--- src/rtl/fmtsc_pkg.sv ---
// package: register map, reset values, timing constants and types of the flip motor controller
package fmtsc_pkg;

   // clock and sequence times
   localparam int unsigned CLK_MHZ        = 250;
   localparam int unsigned JAM_CHECK_MS   = 500;
   localparam int unsigned END_ARM_MS     = 1000;
   localparam int unsigned MAX_MOVE_MS    = 2000;
   localparam logic [31:0] JAM_CHECK_CYC  = 32'(JAM_CHECK_MS * 1000 * CLK_MHZ);
   localparam logic [31:0] END_ARM_CYC    = 32'(END_ARM_MS * 1000 * CLK_MHZ);
   localparam logic [31:0] MAX_MOVE_CYC   = 32'(MAX_MOVE_MS * 1000 * CLK_MHZ);

   // current thresholds in percent of the full-scale reference
   localparam logic [7:0]  JAM_PCT        = 8'h46;
   localparam logic [7:0]  END_PCT        = 8'h4B;
   localparam logic [15:0] PCT_FULL       = 16'h0064;

   // register byte offsets
   localparam logic [7:0]  CTRL_OFS       = 8'h00;
   localparam logic [7:0]  REF_OFS        = 8'h04;
   localparam logic [7:0]  START_THR_OFS  = 8'h08;
   localparam logic [7:0]  MAX_MOVE_OFS   = 8'h0C;
   localparam logic [7:0]  STATUS_OFS     = 8'h10;
   localparam logic [7:0]  MASK_OFS       = 8'h14;
   localparam logic [7:0]  STATE_OFS      = 8'h18;

   // register reset values
   localparam logic        CTRL_EN_RST    = 1'b1;
   localparam logic [7:0]  REF_RST        = 8'hFF;
   localparam logic [7:0]  START_THR_RST  = 8'h10;
   localparam logic [3:0]  MASK_RST       = 4'h0;

   // status and mask bit positions
   localparam int unsigned EV_DONE        = 0;
   localparam int unsigned EV_JAM         = 1;
   localparam int unsigned EV_NOMOTOR     = 2;
   localparam int unsigned EV_RUNAWAY     = 3;
   localparam int unsigned EV_N           = 4;

   typedef enum logic [1:0] {
      FMTSC_IDLE,
      FMTSC_RUN,
      FMTSC_HOLD
   } fmtsc_fsm_e;

   typedef struct packed {
      logic [7:0]  addr;
      logic [31:0] wdata;
      logic        wr;
      logic        rd;
   } fmtsc_bus_s;

   typedef struct packed {
      fmtsc_fsm_e  fsm;
      logic        dir;
      logic [31:0] cnt;
      logic        seen_start;
      logic        bridge_cw;
      logic        bridge_ccw;
      logic        fwd_limit;
      logic        rev_limit;
      logic        irq;
      logic [31:0] rd_data;
      logic        ctrl_en;
      logic [7:0]  ref_full;
      logic [7:0]  start_thr;
      logic [31:0] max_move;
      logic [3:0]  status;
      logic [3:0]  mask;
   } fmtsc_state_s;

endpackage : fmtsc_pkg

--- src/rtl/fmtsc_top.sv ---
// module: two-position flip motor controller with current sensing and register port
// Behaviour
// - a high host command drives the bridge so the motor turns clockwise.
// - a low host command drives the bridge so the motor turns counterclockwise.
// - if current never exceeds the start threshold after motion starts, both limits go to 0.
// - half a second into the move the current must be below 70% of reference, else a jam.
// - on a jam both forward and reverse limits go to 1.
// - after one second, current rising to 75% of reference marks the end stop and stops the drive.
// - a finished counterclockwise move sets forward limit 0 and reverse limit 1.
// - a finished clockwise move sets forward limit 1 and reverse limit 0.
// - after a counterclockwise sequence ends, hold while the command stays low, restart on change.
// - after a clockwise sequence ends, hold while the command stays high, restart on change.
// - current that stays steady and never reaches the end-stop level is a run-away.
`timescale 1ns/1ps
`default_nettype none

module fmtsc_top #(
   parameter logic [31:0] JAM_CHECK_CYC = fmtsc_pkg::JAM_CHECK_CYC,
   parameter logic [31:0] END_ARM_CYC   = fmtsc_pkg::END_ARM_CYC
) (
   // clock and reset
   input  wire logic        clk_i,
   input  wire logic        reset_n_i,
   // host control module command and current sample
   input  wire logic        cmd_i,
   input  wire logic [7:0]  cur_i,
   // register port
   input  wire logic [7:0]  reg_addr_i,
   input  wire logic [31:0] reg_wdata_i,
   input  wire logic        reg_wr_i,
   input  wire logic        reg_rd_i,
   output logic [31:0]      reg_rdata_o,
   // motor bridge
   output logic             bridge_cw_o,
   output logic             bridge_ccw_o,
   // limit status back to the host control module
   output logic             fwd_limit_o,
   output logic             rev_limit_o,
   // interrupt
   output logic             irq_o
);

   fmtsc_pkg::fmtsc_state_s s;
   fmtsc_pkg::fmtsc_state_s next_s;
   fmtsc_pkg::fmtsc_bus_s   bus;

   assign bus.addr  = reg_addr_i;
   assign bus.wdata = reg_wdata_i;
   assign bus.wr    = reg_wr_i;
   assign bus.rd    = reg_rd_i;

   // true while sample is below pct percent of full scale; cross-multiplied to avoid a divider
   function automatic logic below_pct(input logic [7:0] smp,
                                      input logic [7:0] full,
                                      input logic [7:0] pct);
      logic [15:0] lhs;
      logic [15:0] rhs;
      lhs = {8'h00, smp} * fmtsc_pkg::PCT_FULL;
      rhs = {8'h00, full} * {8'h00, pct};
      return lhs < rhs;
   endfunction : below_pct

   function automatic logic hit(input logic [7:0] addr, input logic [7:0] ofs);
      return addr == ofs;
   endfunction : hit

   always_comb
   begin
      logic       started;
      logic [3:0] ev;
      logic [3:0] clr;
      started = 1'b0;
      ev      = 4'h0;
      clr     = 4'h0;
      next_s  = s;
      next_s.rd_data = 32'h0000_0000;

      // register writes
      if (bus.wr)
      begin
         if (hit(bus.addr, fmtsc_pkg::CTRL_OFS))
         begin
            next_s.ctrl_en = bus.wdata[0];
         end
         else if (hit(bus.addr, fmtsc_pkg::REF_OFS))
         begin
            next_s.ref_full = bus.wdata[7:0];
         end
         else if (hit(bus.addr, fmtsc_pkg::START_THR_OFS))
         begin
            next_s.start_thr = bus.wdata[7:0];
         end
         else if (hit(bus.addr, fmtsc_pkg::MAX_MOVE_OFS))
         begin
            next_s.max_move = bus.wdata;
         end
         else if (hit(bus.addr, fmtsc_pkg::STATUS_OFS))
         begin
            clr = bus.wdata[3:0];
         end
         else if (hit(bus.addr, fmtsc_pkg::MASK_OFS))
         begin
            next_s.mask = bus.wdata[3:0];
         end
      end

      // register reads; unmapped addresses read zero
      if (bus.rd)
      begin
         if (hit(bus.addr, fmtsc_pkg::CTRL_OFS))
         begin
            next_s.rd_data = {31'h0000_0000, s.ctrl_en};
         end
         else if (hit(bus.addr, fmtsc_pkg::REF_OFS))
         begin
            next_s.rd_data = {24'h00_0000, s.ref_full};
         end
         else if (hit(bus.addr, fmtsc_pkg::START_THR_OFS))
         begin
            next_s.rd_data = {24'h00_0000, s.start_thr};
         end
         else if (hit(bus.addr, fmtsc_pkg::MAX_MOVE_OFS))
         begin
            next_s.rd_data = s.max_move;
         end
         else if (hit(bus.addr, fmtsc_pkg::STATUS_OFS))
         begin
            next_s.rd_data = {28'h000_0000, s.status};
         end
         else if (hit(bus.addr, fmtsc_pkg::MASK_OFS))
         begin
            next_s.rd_data = {28'h000_0000, s.mask};
         end
         else if (hit(bus.addr, fmtsc_pkg::STATE_OFS))
         begin
            next_s.rd_data = {24'h00_0000, s.fwd_limit, s.rev_limit, s.bridge_cw,
                              s.bridge_ccw, s.seen_start, s.dir, 2'(s.fsm)};
         end
      end

      // move sequencer
      case (s.fsm)
         fmtsc_pkg::FMTSC_IDLE:
         begin
            next_s.bridge_cw  = 1'b0;
            next_s.bridge_ccw = 1'b0;
            if (s.ctrl_en)
            begin
               next_s.dir        = cmd_i;
               next_s.cnt        = 32'h0000_0000;
               next_s.seen_start = 1'b0;
               next_s.fwd_limit  = 1'b0;
               next_s.rev_limit  = 1'b0;
               next_s.bridge_cw  = cmd_i;
               next_s.bridge_ccw = !cmd_i;
               next_s.fsm        = fmtsc_pkg::FMTSC_RUN;
            end
         end
         fmtsc_pkg::FMTSC_RUN:
         begin
            next_s.cnt = s.cnt + 32'h0000_0001;
            started    = s.seen_start || (cur_i > s.start_thr);
            next_s.seen_start = started;
            if (!s.ctrl_en)
            begin
               // software abort: drive off, sequence restarts once enabled again
               next_s.bridge_cw  = 1'b0;
               next_s.bridge_ccw = 1'b0;
               next_s.fsm        = fmtsc_pkg::FMTSC_IDLE;
            end
            else if (s.cnt == JAM_CHECK_CYC && !started)
            begin
               next_s.fwd_limit  = 1'b0;
               next_s.rev_limit  = 1'b0;
               next_s.bridge_cw  = 1'b0;
               next_s.bridge_ccw = 1'b0;
               ev[fmtsc_pkg::EV_NOMOTOR] = 1'b1;
               next_s.fsm        = fmtsc_pkg::FMTSC_HOLD;
            end
            else if (s.cnt == JAM_CHECK_CYC &&
                     !below_pct(cur_i, s.ref_full, fmtsc_pkg::JAM_PCT))
            begin
               next_s.fwd_limit  = 1'b1;
               next_s.rev_limit  = 1'b1;
               next_s.bridge_cw  = 1'b0;
               next_s.bridge_ccw = 1'b0;
               ev[fmtsc_pkg::EV_JAM] = 1'b1;
               next_s.fsm        = fmtsc_pkg::FMTSC_HOLD;
            end
            else if (s.cnt >= END_ARM_CYC &&
                     !below_pct(cur_i, s.ref_full, fmtsc_pkg::END_PCT))
            begin
               next_s.bridge_cw  = 1'b0;
               next_s.bridge_ccw = 1'b0;
               next_s.fwd_limit  = s.dir;
               next_s.rev_limit  = !s.dir;
               ev[fmtsc_pkg::EV_DONE] = 1'b1;
               next_s.fsm        = fmtsc_pkg::FMTSC_HOLD;
            end
            else if (s.cnt >= s.max_move)
            begin
               // steady current with no end stop: shaft has lost its load
               next_s.bridge_cw  = 1'b0;
               next_s.bridge_ccw = 1'b0;
               ev[fmtsc_pkg::EV_RUNAWAY] = 1'b1;
               next_s.fsm        = fmtsc_pkg::FMTSC_HOLD;
            end
         end
         fmtsc_pkg::FMTSC_HOLD:
         begin
            next_s.bridge_cw  = 1'b0;
            next_s.bridge_ccw = 1'b0;
            // command changes only matter here; a mid-move change waits for the move to end
            if (cmd_i != s.dir)
            begin
               next_s.fsm = fmtsc_pkg::FMTSC_IDLE;
            end
         end
         default:
         begin
            next_s.fsm = fmtsc_pkg::FMTSC_IDLE;
         end
      endcase

      // sticky status: a new event wins over a clear in the same cycle
      next_s.status = (s.status & ~clr) | ev;
      next_s.irq    = |(next_s.status & next_s.mask);
   end

   always_ff @(posedge clk_i or negedge reset_n_i)
   begin
      if (!reset_n_i)
      begin
         s            <= '0;
         s.fsm        <= fmtsc_pkg::FMTSC_IDLE;
         s.ctrl_en    <= fmtsc_pkg::CTRL_EN_RST;
         s.ref_full   <= fmtsc_pkg::REF_RST;
         s.start_thr  <= fmtsc_pkg::START_THR_RST;
         s.max_move   <= fmtsc_pkg::MAX_MOVE_CYC;
         s.mask       <= fmtsc_pkg::MASK_RST;
      end
      else
      begin
         s <= next_s;
      end
   end

   assign reg_rdata_o  = s.rd_data;
   assign bridge_cw_o  = s.bridge_cw;
   assign bridge_ccw_o = s.bridge_ccw;
   assign fwd_limit_o  = s.fwd_limit;
   assign rev_limit_o  = s.rev_limit;
   assign irq_o        = s.irq;

endmodule : fmtsc_top

`default_nettype wire
--- config.mk ---
export PLATFORM = sky130hd
export DESIGN_NAME = fmtsc_top
export DESIGN_NICKNAME = d
export VERILOG_FILES = /design/src/rtl/fmtsc_pkg.sv /design/src/rtl/fmtsc_top.sv
export SDC_FILE = /design/constraint.sdc
export NUM_CORES = 1
export LEC_CHECK = 0
export BUFFER_PORTS_ARGS = -buffer_cell sky130_fd_sc_hd__buf_2
export CORE_ASPECT_RATIO = 2
export CORE_MARGIN = 10
export CORE_UTILIZATION = 60
export DETAILED_ROUTE_END_ITERATION = 6
export PLACE_DENSITY = 0.88
export SLEW_MARGIN = 15
export SYNTH_ARGS = -nofsm -noshare
export SYNTH_HDL_FRONTEND = slang
export SYNTH_SLANG_ARGS = --single-unit
--- constraint.sdc ---
create_clock -name clk_i -period 7.1 [get_ports clk_i]
set_input_delay 0.355 -clock clk_i [delete_from_list [all_inputs] [get_ports clk_i]]
set_output_delay 0.355 -clock clk_i [all_outputs]
set_load 0.03 [all_outputs]
After elaboration in Yosys (flattened, before gate mapping)
Index checks and enable logic that the tools add are counted.
Storage, ports and cells
  bits in registers: 130
  input port bits: 53
  logic and storage cells: 120
Cells by class
  add/sub/neg operators: 1
  $mul: 3
  $lt $le $gt $ge: 5
  eq/ne operators: 15
  multiplexer cells: 50
  bitwise logic cells: 7
  reductions and logical operators: 23
Operators by type and width (number)
  two-way mux 32 bit: 5
  two-way mux 4 bit: 17
  one-hot mux 33 bit (2 select lines): 1
  two-way mux 40 bit: 1
  adder 32 x 1 -> 32 bit (second input constant): 1
  == test 32 x 27 -> 1 bit (second input constant): 1
  >= comparator 32 x 28 -> 1 bit (second input constant): 1
  >= comparator 32 bit: 1
  < comparator 15 bit: 2
  == test 8 x 5 -> 1 bit (second input constant): 3
  two-way mux 2 bit: 12
  two-way mux 8 bit: 3
  == test 8 x 4 -> 1 bit (second input constant): 2
  multiplier 8 x 7 -> 15 bit (second input constant): 1
  multiplier 8 x 6 -> 14 bit (second input constant): 1
  multiplier 8 x 5 -> 13 bit (second input constant): 1
  one-hot mux 2 bit (3 select lines): 2
  AND 4 bit: 2
  == test 8 x 3 -> 1 bit (second input constant): 1
  > comparator 8 bit: 1
  zero test 8 bit: 1
  two-way mux 1 bit: 8
  AND reduction 2 bit: 4
  AND reduction 4 bit: 2
  19 further kinds: 30

Logic depth before layout (Yosys ltp)
  depth in word-level cells: 12
  depth in mapped cells: 21
  mapped depth without buffers: 21

Worst setup path before layout
No wires, ideal clock.
  kind: register -> register
  start: register s[52] (netlist name)
  end: register s, in the netlist bridge_ccw_o
  library setup time: 0.125 ns
  arrival time: 5.148 ns
  required time: 6.975 ns
  slack: 1.827 ns
  cell stages (with the launch flop): 21
  buffers on the path: 0
  cell sequence: dfstp_2 -> ha_1 -> ha_1 -> inv_1 -> fa_1 -> fa_1 -> inv_1 -> ha_1 -> or3_1 -> o21ai_0 -> a21oi_1 -> a311o_1 -> o31ai_1 -> ha_1 -> a21oi_1 -> o21ai_0 -> o21bai_1 -> o211a_1 -> nor4_1 -> a21oi_1 -> mux2_2
On the way
  cells in the longest elaborated chain, start to end: 9
  elaborated cells between the ends (all ways): 15
  those cells by class: 2 x mul; 2 x order compare; 1 x eq/ne; 5 x mux; 5 x reduce/logical
RTL lines
  from (decl): RTL line fmtsc_top.sv:43  | fmtsc_pkg::fmtsc_state_s s;
  from (signal assigned): RTL line fmtsc_top.sv:244  | s <= next_s;
  multiplier 8 x 7 -> 15 bit: RTL line fmtsc_top.sv:59  | rhs = {8'h00, full} * {8'h00, pct};
  < comparator 15 bit: RTL line fmtsc_top.sv:60  | return lhs < rhs;
  zero test 1 bit: RTL line fmtsc_top.sv:191  | !below_pct(cur_i, s.ref_full, fmtsc_pkg::END_PCT))
  logical AND 1 bit: RTL line fmtsc_top.sv:190  | else if (s.cnt >= END_ARM_CYC &&
  two-way mux 2 bit: RTL line fmtsc_top.sv:190
  two-way mux 4 bit: RTL line fmtsc_top.sv:180  | else if (s.cnt == JAM_CHECK_CYC &&
  two-way mux 4 bit: RTL line fmtsc_top.sv:171  | else if (s.cnt == JAM_CHECK_CYC && !started)
  two-way mux 2 bit: RTL line fmtsc_top.sv:164  | if (!s.ctrl_en)
  one-hot mux 2 bit (3 select lines): RTL line fmtsc_top.sv:142  | case (s.fsm)
Several ways; a longest one is shown, not always the timed one.
A chain may end at the register's enable or synchronous reset.

Worst setup path in the final report
  start: register s[54] (netlist name)
  end: register s, in the netlist bridge_ccw_o
Same word-level chain as after synthesis.

==> flow_metrics.py <==
metrics = {
    "placement": {
        "hpwl_um": 20400,
        "pre_cts_ws_ns": 1.27,
        "dpl_cell_area_sq_mm": 0.0101,
        "numPortBuffers": 89,
        "routabilityCongestion": 0.984,
    },
    "clock_network": {
        "htree_levels": 4,
        "clk_pin_slew_ns": 0.06,
        "ctsResizeCount": 0,
        "cts_sinks": 130,
        "clockRootBuffer": "clkbuf_16",
        "numCtsBuffers": 17,
        "hold_buffers": 0,
        "clk_path_buf_depth": 2,
        "cts_setup_buffers": 0,
        "cts_tree": "yes",
        "clock_latency_ns": 0.42,
    },
    "sta": {
        "final_max_slew_viol_count": 0,
        "final_hold_viol_count": 0,
        "rsz0062_at_grt": "no",
        "finalCritPeriodShare_pct": 83.1,
        "finalSetupViolations": 0,
        "final.setup.tns_ns": 0,
        "setup_ws_ns": 1.20,
        "finClkSkew_ns": 0.00691,
        "worstMarginPinSlew_ns": 1.01,
        "relSlewSlack_pct": 32.4,
        "max_freq_mhz": 170,
        "period_needed_ns": 5.90,
    },
    "synth": {
        "synth_top_area_cell": "dfrtp_1",
        "synth_top_area_share_pct": 27.7,
        "synth.area.top_cells": "dfrtp_1 (28%), ha_1 (20%), dfstp_2 (6.2%)",
        "synthCells": 990,
        "synth-seq-area-share_pct": 33.9,
        "synthXorXnorAreaFrac_pct": 4.52,
        "yosysWarningCount": 0,
        "ys_async_sr_fraction_pct": 100,
        "synth.area.mux_share_pct": 5.38,
        "synth-compound-area-share_pct": 11.2,
        "synth_common_cells": "ha_1 (157), inv_1 (110), dfrtp_1 (107)",
        "syn_area_per_cell_sq_um": 9.78,
        "synth.distinct_cells": 72,
        "synth-edff-count": 0,
        "synth_ff_type": "dfrtp_1",
        "syn_nets": 1214,
        "synthAdderAreaFrac_pct": 23.2,
        "synth_most_common_cell": "ha_1",
        "synthSimpleGateAreaFrac_pct": 14.0,
        "synth_top_family_by_area": "adder cells",
        "ys_seq_elements": 130,
        "synth_area_sq_mm": 0.00968,
    },
    "final_layout": {
        "fillCellCount": 1243,
        "nNetsFinal": 1273,
        "finish.instance_area_sq_mm": 0.0108,
        "area_delta_synth_final_pct": 11.5,
        "layout-drive-gt1-share_pct": 19.1,
        "n_antenna_cell": 0,
        "utilization_pct": 68.4,
    },
    "critical_path": {
        "required_ns": 7.40,
        "cp-startpoint": "s[54]$_DFFE_PN1P_",
        "cp.arrival_ns": 6.20,
        "r2r-end": "bridge_ccw_o$_DFFE_PN0P_",
        "crit_path_end": "bridge_ccw_o$_DFFE_PN0P_",
        "worstSetupPathType": "register to register",
        "crit_fanout": 12,
        "r2r-start": "s[54]$_DFFE_PN1P_",
        "crit_path_end_kind": "register",
        "ff2ff_setup_slack_ns": 1.20,
        "start_kind": "register",
        "reg2reg_depth": 20,
    },
    "floorplanning": {
        "die_h_um": 200,
        "dieArea_sq_mm": 0.0219,
        "ios": 90,
        "row_count": 65,
        "floorplan.initialDensity_pct": 61.3,
        "core_sq_mm": 0.0158,
        "die_width_um": 110,
    },
    "route": {
        "drt_iter0_drc": 352,
        "vias": 7724,
        "drc": 0,
        "firstDrtPassIters": 5,
        "wirelength_um": 25900,
        "viasPerCell": 6.12,
        "ant_nets": 0,
        "wl_per_cell_um": 20.5,
    },
    "power_and_ir_drop": {
        "power.density_mw_per_mm2": 237,
        "finalPower_w": 0.00256,
        "irDropWorstVdd_v": 0.000274,
        "leakagePower_nw": 5.50,
    },
    "global_routing": {
        "grt.overflow.total": 0,
        "grt_max_degree": 74,
        "grt_pass1_wl_um": 41400,
        "grtUsageTotal_pct": 24.8,
        "grt_pass1_vias": 8475,
        "antenna_found_initial": 0,
    },
    "hold_path": {
        "worstHoldPathType": "input pin to async pin",
    },
    "flow_run": {
        "drv_cap": 0,
    },
    "run_status": {
        "status": "finished, final reports clean",
    },
}
==> report_power, final <==
part,internal [W],leakage [nW],switching [W]
combinational,0.000265,3.44,0.000387
clock,0.000738,0.346,0.000324
sequential,0.000788,1.71,0.0000586
total,0.00179,5.50,0.000769
==> cell usage in the layout (no fill, tap or decap), types with 4 or more instances in the layout <==
master	n
o21bai_1	4
nor2_1	49
and2_1	6
nand3_1	21
nor2b_1	7
nor3_1	20
nand4_1	12
bufinv_16	8
a21oi_1	45
o22ai_1	14
xor2_1	29
nand2b_1	7
or3_1	10
ha_1	157
xnor2_1	21
nor4_1	29
a21o_1	13
mux2_2	40
buf_4	6
a221oi_1	6
inv_1	110
o21a_1	5
dfrtp_1	107
and3_1	9
dfstp_2	23
mux2_4	4
a31oi_1	6
buf_2	88
nand2_1	65
fa_1	14
o21ai_0	41
clkbuf_16	17
==> layout make-up <==
| type | instances | area, sq um | share of cell area (%) |
|---|---|---|---|
| repair buffers | 94 | 485 | 4.50 |
| inverters | 110 | 413 | 3.83 |
| clock inverters | 14 | 283 | 2.62 |
| multi-input cells | 696 | 5640 | 52.2 |
| flip-flops and latches | 130 | 3280 | 30.4 |
| well taps | 201 | 251 | 2.33 |
| clock buffers | 18 | 439 | 4.07 |
==> kinds of logic (layout without fill, tap and decap cells) <==
group                      count (synthesis)  in the layout
xor gates and xnor gates                  50             50
buffers and inverters                    164            236
and+or+nand+nor                          261            261
DFF                                      130            130
AOI/OAI and AO/OA                        169            169
adders and majority gates                171            171
muxes                                     45             45
==> critical path: stages, from the launching register on <==
cell      delay [ns]
dfstp_2         0.68
ha_1            0.29
ha_1            0.29
inv_1           0.05
fa_1            0.50
fa_1            0.39
inv_1           0.06
ha_1            0.26
or3_1           0.31
o21ai_0         0.07
a21oi_1         0.09
a311o_1         0.40
o31ai_1         0.24
ha_1            0.30
a21oi_1         0.16
o21ai_0         0.11
o21bai_1        0.16
o211a_1         0.26
nor4_1          0.61
a21oi_1         0.21
mux2_2          0.34
==> sequential cells by signal, summed over array words and instances (netlist names) <==
| name | count |
|---|---|
| s | 93 |
| bridge_ccw_o | 1 |
| fwd_limit_o | 1 |
| irq_o | 1 |
| bridge_cw_o | 1 |
| reg_rdata_o | 32 |
| rev_limit_o | 1 |
==> stage by stage <==
| step | hold WS [ns] | instances |
|---|---|---|
| after floorplan | 0.0594 | 990 |
| final | 0.0692 | 1263 |
| after detailed placement | 0.494 | 1231 |
| after global placement | 0.487 | 1231 |
| after global routing | 0.138 | 1263 |
| after CTS | 0.101 | 1263 |
==> worst min-delay path by stage <==
| stage | startpoint | endpoint | cells past startpoint |
|---|---|---|---|
| floorplan | reset_n_i | bridge_ccw_o$_DFFE_PN0P_ | 0 |
| global placement | s[23]$_DFFE_PN0P_ | s[23]$_DFFE_PN0P_ | 1 |
| detailed placement | s[20]$_DFFE_PN0P_ | s[20]$_DFFE_PN0P_ | 1 |
| CTS | reset_n_i | irq_o$_DFF_PN0_ | 1 |
| global route | reset_n_i | reg_rdata_o[21]$_DFF_PN0_ | 1 |
| finish | reset_n_i | reg_rdata_o[23]$_DFF_PN0_ | 1 |
==> routing by layer <==
| layer | global-route usage [%] | wire (um) | up-vias |
|---|---|---|---|
| li1 | - | - | 3600 |
| met1 | 21.2 | 8060 | 3767 |
| met2 | 47.0 | 14800 | 246 |
| met3 | 4.55 | 964 | 111 |
| met4 | 19.5 | 2110 | 0 |
| met5 | 0 | 0 | - |
Note: power is estimated with default switching activity, not from simulation.
